$ cat src/rtl/scr_consts.vh
// constants for the system configuration and cpu control register group
`ifndef SCR_CONSTS_VH
`define SCR_CONSTS_VH

// register byte addresses (processor memory space)
`define SCR_ADDR_SYS_CACHE  32'hFEF88000
`define SCR_ADDR_CPU0_CACHE 32'hFEF88100
`define SCR_ADDR_CPU1_CACHE 32'hFEF88200
`define SCR_ADDR_CPU_CTRL   32'hFEF88300
`define SCR_ADDR_MEM_CFG    32'hFEF80404

// memory configuration fields (lsb-0 positions within the 32-bit word)
`define SCR_L2R_LSB   8
`define SCR_L2R_MSB   11
`define SCR_FLS_LSB   3
`define SCR_FLS_MSB   5

// l2 clock ratio codes
`define SCR_L2R_OFF   4'h0
`define SCR_L2R_MAX   4'h5

// flash size code for no flash fitted
`define SCR_FLS_NONE  3'h7

// cpu control bit positions, register bit 0 is the msb of the byte
`define SCR_CC_B0     7
`define SCR_CC_LE     6
`define SCR_CC_B2     5
`define SCR_CC_TB     4

// cpu control reset value of the timebase enable
`define SCR_TB_RST    1'h1

// value returned for unimplemented locations and undefined bits
`define SCR_UNDEF     32'h00000000

`endif

$ cat src/rtl/scr_regs.v
// system configuration and cpu control register group
`timescale 1ns/1ps
`include "scr_consts.vh"

module scr_regs (
  // clock and reset
  input wire i_clk,
  input wire i_rst,
  // processor register access
  input wire i_sel,
  input wire i_wr,
  input wire [31:0] i_addr,
  input wire [63:0] i_wdata,
  // strapped data pins
  input wire [31:0] i_strap,
  // register read data
  output reg [63:0] o_rdata,
  output reg o_ack,
  // processor side outputs
  output reg o_timebase_enable_pin,
  output reg [3:0] o_l2_clock_ratio,
  output reg o_l2_ratio_valid,
  output reg [2:0] o_flash_bank_size_code,
  output reg o_flash_fitted
);

  ////////////////////////////////////////////////////////////////////////
  // strap synchroniser and power-up capture

  reg [31:0] strap_m_q;
  reg [31:0] strap_s_q;
  reg [31:0] memory_configuration_q;
  reg [31:0] memory_configuration_d;
  reg cap_done_q;
  reg cap_done_d;

  // two-stage sync of the strap pins; only the second stage is read
  always @(posedge i_clk) begin
    strap_m_q <= i_strap;
    strap_s_q <= strap_m_q;
  end

  // take the synchronised straps once, then freeze the word
  always @* begin
    cap_done_d = cap_done_q;
    memory_configuration_d = memory_configuration_q;
    if (!cap_done_q) begin
      cap_done_d = 1'h1;
      memory_configuration_d = strap_s_q;
    end
  end

  // capture register; every reset arms one fresh capture
  always @(posedge i_clk) begin
    if (i_rst) begin
      cap_done_q <= 1'h0;
      memory_configuration_q <= 32'h00000000;
    end else begin
      cap_done_q <= cap_done_d;
      memory_configuration_q <= memory_configuration_d;
    end
  end

  ////////////////////////////////////////////////////////////////////////
  // address decode

  // one-hot codes of the mapped locations
  localparam [4:0] LOC_NONE = 5'h00;
  localparam [4:0] LOC_SYS = 5'h01;
  localparam [4:0] LOC_CPU0 = 5'h02;
  localparam [4:0] LOC_CPU1 = 5'h04;
  localparam [4:0] LOC_CC = 5'h08;
  localparam [4:0] LOC_MC = 5'h10;

  // compare word addresses; byte lane bits [1:0] are ignored
  function is_addr;
    input [31:0] a;
    input [31:0] b;
    begin
      is_addr = (a[31:2] == b[31:2]);
    end
  endfunction

  // map a byte address onto its one-hot location code
  function [4:0] loc_of;
    input [31:0] a;
    begin
      loc_of = LOC_NONE;
      if (is_addr(a, `SCR_ADDR_SYS_CACHE)) begin
        loc_of = LOC_SYS;
      end
      if (is_addr(a, `SCR_ADDR_CPU0_CACHE)) begin
        loc_of = LOC_CPU0;
      end
      if (is_addr(a, `SCR_ADDR_CPU1_CACHE)) begin
        loc_of = LOC_CPU1;
      end
      if (is_addr(a, `SCR_ADDR_CPU_CTRL)) begin
        loc_of = LOC_CC;
      end
      if (is_addr(a, `SCR_ADDR_MEM_CFG)) begin
        loc_of = LOC_MC;
      end
    end
  endfunction

  wire [4:0] loc;
  wire rd_req;
  wire wr_req;

  // location touched this cycle and the kind of access
  assign loc = loc_of(i_addr);
  assign rd_req = i_sel && !i_wr;
  assign wr_req = i_sel && i_wr;

  ////////////////////////////////////////////////////////////////////////
  // cpu control register

  reg tb_en_q;
  reg tb_en_d;
  reg [7:0] cc_byte;

  // only the timebase bit takes writes; lane 32..39 is wdata[31:24]
  // writes to the three cache locations fall through untouched
  always @* begin
    tb_en_d = tb_en_q;
    if (wr_req && (loc == LOC_CC)) begin
      tb_en_d = i_wdata[24 + `SCR_CC_TB];
    end
  end

  // timebase enable bit, set by reset so the time base runs
  always @(posedge i_clk) begin
    if (i_rst) begin
      tb_en_q <= `SCR_TB_RST;
    end else begin
      tb_en_q <= tb_en_d;
    end
  end

  // read-back byte: bit 0 high, endian select wired off, spare bits 0
  // software pairs the endian bit with the bridge on its own
  always @* begin
    cc_byte = 8'h00;
    cc_byte[`SCR_CC_B0] = 1'h1;
    cc_byte[`SCR_CC_LE] = 1'h0;
    cc_byte[`SCR_CC_B2] = 1'h0;
    cc_byte[`SCR_CC_TB] = tb_en_q;
  end

  ////////////////////////////////////////////////////////////////////////
  // read data selection

  reg [63:0] rdata_d;

  // cache locations and misses give the undefined filler word
  always @* begin
    rdata_d = 64'h0000000000000000;
    if (rd_req) begin
      case (loc)
        LOC_SYS: begin
          rdata_d = {`SCR_UNDEF, `SCR_UNDEF};
        end
        LOC_CPU0: begin
          rdata_d = {`SCR_UNDEF, `SCR_UNDEF};
        end
        LOC_CPU1: begin
          rdata_d = {`SCR_UNDEF, `SCR_UNDEF};
        end
        LOC_CC: begin
          rdata_d = {32'h00000000, cc_byte, 24'h000000};
        end
        LOC_MC: begin
          rdata_d = {memory_configuration_q, 32'h00000000};
        end
        default: begin
          rdata_d = {`SCR_UNDEF, `SCR_UNDEF};
        end
      endcase
    end
  end

  ////////////////////////////////////////////////////////////////////////
  // configuration field decode

  wire [3:0] l2r;
  wire [2:0] fls;
  reg l2_valid_d;
  reg flash_fitted_d;

  // fields of the frozen configuration word
  assign l2r = memory_configuration_q[`SCR_L2R_MSB:`SCR_L2R_LSB];
  assign fls = memory_configuration_q[`SCR_FLS_MSB:`SCR_FLS_LSB];

  // ratio codes above the last ratio are reserved, zero is off
  always @* begin
    l2_valid_d = (l2r != `SCR_L2R_OFF) && (l2r <= `SCR_L2R_MAX);
    flash_fitted_d = (fls != `SCR_FLS_NONE);
  end

  ////////////////////////////////////////////////////////////////////////
  // output registers

  // bus answer, one cycle after each request
  always @(posedge i_clk) begin
    if (i_rst) begin
      o_ack <= 1'h0;
      o_rdata <= 64'h0000000000000000;
    end else begin
      o_ack <= i_sel;
      o_rdata <= rdata_d;
    end
  end

  // time base enable pin follows the bit one cycle later, held low during reset
  always @(posedge i_clk) begin
    if (i_rst) begin
      o_timebase_enable_pin <= 1'h0;
    end else begin
      o_timebase_enable_pin <= tb_en_q;
    end
  end

  // decoded configuration outputs
  always @(posedge i_clk) begin
    if (i_rst) begin
      o_l2_clock_ratio <= 4'h0;
      o_l2_ratio_valid <= 1'h0;
      o_flash_bank_size_code <= 3'h0;
      o_flash_fitted <= 1'h0;
    end else begin
      o_l2_clock_ratio <= l2r;
      o_l2_ratio_valid <= l2_valid_d;
      o_flash_bank_size_code <= fls;
      o_flash_fitted <= flash_fitted_d;
    end
  end

endmodule // scr_regs

$ cat config.mk
export PLATFORM = sky130hd
export DESIGN_NAME = scr_regs
export DESIGN_NICKNAME = d
export VERILOG_FILES = /design/src/rtl/scr_regs.v
export VERILOG_INCLUDE_DIRS = /design/src /design/src/rtl
export SDC_FILE = /design/constraint.sdc
export NUM_CORES = 1
export LEC_CHECK = 0
export ABC_AREA = 1
export BUFFER_PORTS_ARGS = -buffer_cell sky130_fd_sc_hd__buf_2
export CORE_MARGIN = 4
export CORE_UTILIZATION = 35
export CTS_CLUSTER_DIAMETER = 60
export DETAILED_ROUTE_END_ITERATION = 12
export PLACE_DENSITY = 0.76
export SETUP_SLACK_MARGIN = 0.5
export SLEW_MARGIN = 40
export SYNTH_ARGS = -nofsm -noshare
export SYNTH_HDL_FRONTEND = slang
export SYNTH_SLANG_ARGS = --single-unit
export TNS_END_PERCENT = 100
$ cat constraint.sdc
create_clock -name i_clk -period 1.2 [get_ports i_clk]
set_input_delay 0.12 -clock i_clk [delete_from_list [all_inputs] [get_ports i_clk]]
set_output_delay 0.12 -clock i_clk [all_outputs]
set_load 0.02 [all_outputs]
==> flow_results.xml <==
<?xml version="1.0" encoding="UTF-8"?>
<metrics>
  <group name="status">
    <metric name="status" unit="">finished clean</metric>
  </group>
  <group name="die">
    <metric name="die_height" unit="microns">118</metric>
    <metric name="die_w" unit="microns">118</metric>
    <metric name="placement_row_count" unit="">40</metric>
    <metric name="core_region_area" unit="sq um">12000</metric>
    <metric name="floorplan.initialDensity" unit="">0.356</metric>
    <metric name="floorplan.die_area" unit="sq um">14000</metric>
    <metric name="ioPinCount" unit="">207</metric>
  </group>
  <group name="grt">
    <metric name="vias_in_the_first_global_route" unit="">3180</metric>
    <metric name="grt_max_degree" unit="">26</metric>
    <metric name="grt_first_pass_wirelength" unit="mm">14.7</metric>
    <metric name="grt_antenna_before_repair" unit="">1</metric>
    <metric name="grt.overflow.total" unit="">0</metric>
    <metric name="groute.usage.overall" unit="">0.135</metric>
  </group>
  <group name="synthesis">
    <metric name="synth_edf_count" unit="">0</metric>
    <metric name="netlist.top_cell.by_area" unit="">sky130_fd_sc_hd__dfxtp_1</metric>
    <metric name="area_contributors_post_synth" unit="">sky130_fd_sc_hd__dfxtp_1 67%, sky130_fd_sc_hd__nor2_1 8.4%, sky130_fd_sc_hd__buf_4 5.3%</metric>
    <metric name="mappedNetlistArea" unit="sq um">4260</metric>
    <metric name="ys_async_sr_fraction" unit="">0</metric>
    <metric name="synth.yosys.warnings" unit="">0</metric>
    <metric name="synthesis.instances" unit="">441</metric>
    <metric name="synthDistinctLibCells" unit="">23</metric>
    <metric name="synth_compound_gate_area_share" unit="">0.0497</metric>
    <metric name="synthFlopType" unit="">sky130_fd_sc_hd__dfxtp_1</metric>
    <metric name="synth_mux_area_frac" unit="">0</metric>
    <metric name="post_synth.cell_area_avg" unit="sq um">9.65</metric>
    <metric name="seq_area_frac_synth" unit="">0.673</metric>
    <metric name="synth-adder-area-share" unit="">0</metric>
    <metric name="synthXorXnorAreaFrac" unit="">0</metric>
    <metric name="synth_seq_cells" unit="">143</metric>
    <metric name="synth_top_family_by_area" unit="">simple AND/OR/NAND/NOR gates</metric>
    <metric name="synth_top_area_share" unit="">0.673</metric>
    <metric name="synth-simple-area-share" unit="">0.173</metric>
  </group>
  <group name="cells_and_area">
    <metric name="final_layout_size_suffix_gt1_frac" unit="">0.491</metric>
    <metric name="n_fill_cell" unit="">974</metric>
    <metric name="design.final.nets" unit="">745</metric>
    <metric name="final_core_utilization" unit="">0.576</metric>
    <metric name="area_growth_syn_to_layout" unit="%">62.0</metric>
    <metric name="final-instance-count-excl-fill" unit="">773</metric>
  </group>
  <group name="drt">
    <metric name="vias_per_cell" unit="">4.16</metric>
    <metric name="via_count" unit="">3213</metric>
    <metric name="avgRoutedWirePerCell" unit="microns">12.6</metric>
    <metric name="totalWireLength" unit="mm">9.74</metric>
    <metric name="topRoutingLayerUsed" unit="">met4</metric>
    <metric name="drt_first_pass_iters" unit="">4</metric>
    <metric name="detail-route-antenna-nets" unit="">0</metric>
    <metric name="initialDrtViolationCount" unit="">83</metric>
    <metric name="wirelength_met1" unit="mm">3.67</metric>
    <metric name="drc" unit="">0</metric>
    <metric name="met2WireLength" unit="mm">5.20</metric>
    <metric name="met3_wirelength" unit="microns">624</metric>
  </group>
  <group name="power">
    <metric name="comb_power_share" unit="">0.068</metric>
    <metric name="power.share.sequential" unit="">0.447</metric>
    <metric name="peakVddDrop" unit="mV">1.34</metric>
    <metric name="power.share.switching" unit="">0.209</metric>
    <metric name="p_leak" unit="nW">3.01</metric>
    <metric name="cell_internal_pwr" unit="W">0.00897</metric>
    <metric name="pwr-share-clk" unit="">0.485</metric>
    <metric name="power.switching" unit="W">0.00236</metric>
    <metric name="power_density" unit="nW/um^2">1640</metric>
  </group>
  <group name="setup_path">
    <metric name="critical_path_arrival" unit="ns">0.85</metric>
    <metric name="max_stage_delay" unit="ns">0.32</metric>
    <metric name="crit_fanout" unit="">1</metric>
    <metric name="cp_slowest_cell" unit="">sky130_fd_sc_hd__dfxtp_2</metric>
    <metric name="crit_type" unit="">register to output port</metric>
    <metric name="path_cells" unit="">buf_6</metric>
    <metric name="worstReg2RegStart" unit="">cap_done_q$_DFF_P_</metric>
    <metric name="cp_data_required_time" unit="ns">1.08</metric>
    <metric name="timing.critical_path.from_type" unit="">register</metric>
    <metric name="cpLargestDelayFamily" unit="">flip-flops</metric>
    <metric name="crit_start" unit="">o_rdata[48]$_SDFF_PP0_</metric>
    <metric name="endpoint_kind" unit="">output port</metric>
    <metric name="cp.buffers_inverters" unit="">1</metric>
  </group>
  <group name="clock_network">
    <metric name="cts-htree-levels" unit="">4</metric>
    <metric name="cts_max_path_buffers" unit="">2</metric>
    <metric name="clk_root_buffer_cell" unit="">sky130_fd_sc_hd__clkbuf_16</metric>
    <metric name="cts_buffers" unit="">17</metric>
    <metric name="clk_transition_reported_paths" unit="ns">0.06</metric>
    <metric name="cts_tree" unit="">yes</metric>
    <metric name="clock_insertion_delay_worst_skew" unit="ns">0.41</metric>
    <metric name="sink_count" unit="">143</metric>
  </group>
  <group name="timing">
    <metric name="slew_violations" unit="">0</metric>
    <metric name="final.min_clock_period" unit="ns">0.971</metric>
    <metric name="finalCritPeriodShare" unit="">0.809</metric>
    <metric name="finalHoldViolations" unit="">0</metric>
    <metric name="count_of_final_setup_violators" unit="">0</metric>
    <metric name="rsz0062_at_grt" unit="">yes</metric>
    <metric name="timing.setup.tns" unit="ns">0</metric>
    <metric name="timing.fmax" unit="MHz">1030</metric>
    <metric name="worst_clock_skew" unit="ns">0.00558</metric>
  </group>
  <group name="place">
    <metric name="dp_hpwl" unit="mm">5.63</metric>
    <metric name="routabilityCongestion" unit="">0.718</metric>
    <metric name="port_buffers" unit="">111</metric>
    <metric name="post-place-cells" unit="">692</metric>
  </group>
  <group name="hold_path">
    <metric name="min-delay-start" unit="">i_rst</metric>
    <metric name="holdCritPathClass" unit="">input pin to register</metric>
  </group>
  <group name="run">
    <metric name="drv.max_cap_violation_count" unit="">0</metric>
  </group>
</metrics>
==> power by group through the flow <==
stage	clock, W	combinational [W]	sequential, W
3_3_place_gp	0	0.000485	0.00514
6_report	0.00549	0.000773	0.00507
5_1_grt	0.00586	0.000850	0.00509
4_1_cts	0.00558	0.000698	0.00506
2_1_floorplan	0	0.000377	0.00514
3_5_place_dp	0	0.000494	0.00515
==> per-layer routing <==
layer  vias up  global-route usage
met5         -                   0
met4         0              0.0674
met3        25              0.0598
met2       109               0.240
met1      1439               0.131
li1       1640                   -
==> synth_stat cells (2+ instances only) <==
library cell,instances
sky130_fd_sc_hd__o21ai_0,32
sky130_fd_sc_hd__nand3_1,5
sky130_fd_sc_hd__buf_2,6
sky130_fd_sc_hd__nor2_1,95
sky130_fd_sc_hd__nand2_1,57
sky130_fd_sc_hd__dfxtp_1,143
sky130_fd_sc_hd__buf_4,30
sky130_fd_sc_hd__a21oi_1,7
sky130_fd_sc_hd__nor2_2,12
sky130_fd_sc_hd__clkbuf_1,7
sky130_fd_sc_hd__nor3_1,2
sky130_fd_sc_hd__inv_1,32
sky130_fd_sc_hd__buf_6,3
==> cell type report <==
class / count / area, sq um / area share
multi-input combinational: 248 / 1420 / 0.206
timing repair buffer: 170 / 1600 / 0.232
tap: 147 / 184 / 0.0267
clock inverter: 10 / 159 / 0.0231
clock buffer: 21 / 470 / 0.0683
sequential: 143 / 2930 / 0.425
antenna: 1 / 2.50 / 0.000363
inverter: 33 / 131 / 0.0191
==> cell usage in the layout (no fill, tap or decap), types with 2 or more instances in the layout <==
cell	netlist	final
sky130_fd_sc_hd__nand2_1	57	51
sky130_fd_sc_hd__clkinv_2	0	2
sky130_fd_sc_hd__dfxtp_2	0	52
sky130_fd_sc_hd__clkbuf_8	0	3
sky130_fd_sc_hd__nor3_4	1	2
sky130_fd_sc_hd__clkinvlp_4	0	3
sky130_fd_sc_hd__inv_2	1	11
sky130_fd_sc_hd__buf_12	0	6
sky130_fd_sc_hd__clkbuf_16	0	20
sky130_fd_sc_hd__nor2_1	95	76
sky130_fd_sc_hd__buf_8	0	3
sky130_fd_sc_hd__buf_6	3	56
sky130_fd_sc_hd__a21oi_1	7	5
sky130_fd_sc_hd__nand3_1	5	2
sky130_fd_sc_hd__dfxtp_1	143	90
sky130_fd_sc_hd__bufinv_16	0	4
sky130_fd_sc_hd__nor2_4	1	24
sky130_fd_sc_hd__buf_4	30	7
sky130_fd_sc_hd__a21oi_2	0	2
sky130_fd_sc_hd__dlygate4sd3_1	0	35
sky130_fd_sc_hd__nor3_1	2	2
sky130_fd_sc_hd__o21ai_1	0	3
sky130_fd_sc_hd__nand3_2	0	3
sky130_fd_sc_hd__nor2_2	12	8
sky130_fd_sc_hd__o21ai_4	0	3
sky130_fd_sc_hd__buf_2	6	59
sky130_fd_sc_hd__o21ai_2	0	26
sky130_fd_sc_hd__conb_1	1	30
sky130_fd_sc_hd__inv_1	32	21
sky130_fd_sc_hd__nand2_2	1	6
==> worst paths after layout <==
check / end / slack, ns / cells after the start
setup / recovery: o_rdata[48] / 0.23 / 1
hold / removal: o_l2_clock_ratio[0]$_SDFF_PP0_ / 0.14 / 3
setup reg to reg: memory_configuration_q[1]$_SDFFE_PP0N_ / 0.25 / 4
hold reg to reg: strap_s_q[21]$_DFF_P_ / 0.32 / 0
==> per-stage QoR <==
| stage | total power [W] | worst slack (ns) | hold WS, ns | cell area (sq um) |
|---|---|---|---|---|
| finish | 0.0113 | 0.229 | 0.140 | 6890 |
| global route | 0.0118 | 0.182 | 0.137 | 6890 |
| CTS | 0.0113 | 0.204 | 0.116 | 6470 |
| detailed placement | 0.00564 | 0.101 | 0.224 | 4920 |
| global placement | 0.00563 | 0.0858 | 0.223 | 4920 |
| floorplan | 0.00552 | 0.336 | 0.148 | 4430 |
==> flip-flops by register name, indices dropped and copies added (netlist names) <==
register,flops
strap_m_q,32
o_ack,1
o_timebase_enable_pin,1
cap_done_q,1
o_flash_bank_size_code,3
o_flash_fitted,1
memory_configuration_q,32
strap_s_q,32
o_l2_clock_ratio,4
tb_en_q,1
o_l2_ratio_valid,1
o_rdata,34
==> timing repair <==
item                       CTS  global route
hold endpoints to repair    35             0
setup endpoints to repair   79           113
setup buffers                6             2
gates resized for setup    190            78
gates cloned                 2             4
hold buffers                35             0
pin swaps                   27            18
==> kinds of logic (layout without fill, tap and decap cells) <==
| logic type | count (synthesis) | in the layout |
|---|---|---|
| AO/OA/AOI/OAI | 41 | 41 |
| flip-flops | 143 | 143 |
| buffers and inverters | 79 | 234 |
| AND/OR/NAND/NOR | 177 | 177 |
| other | 1 | 31 |
Power figures use the tool's default switching activity.
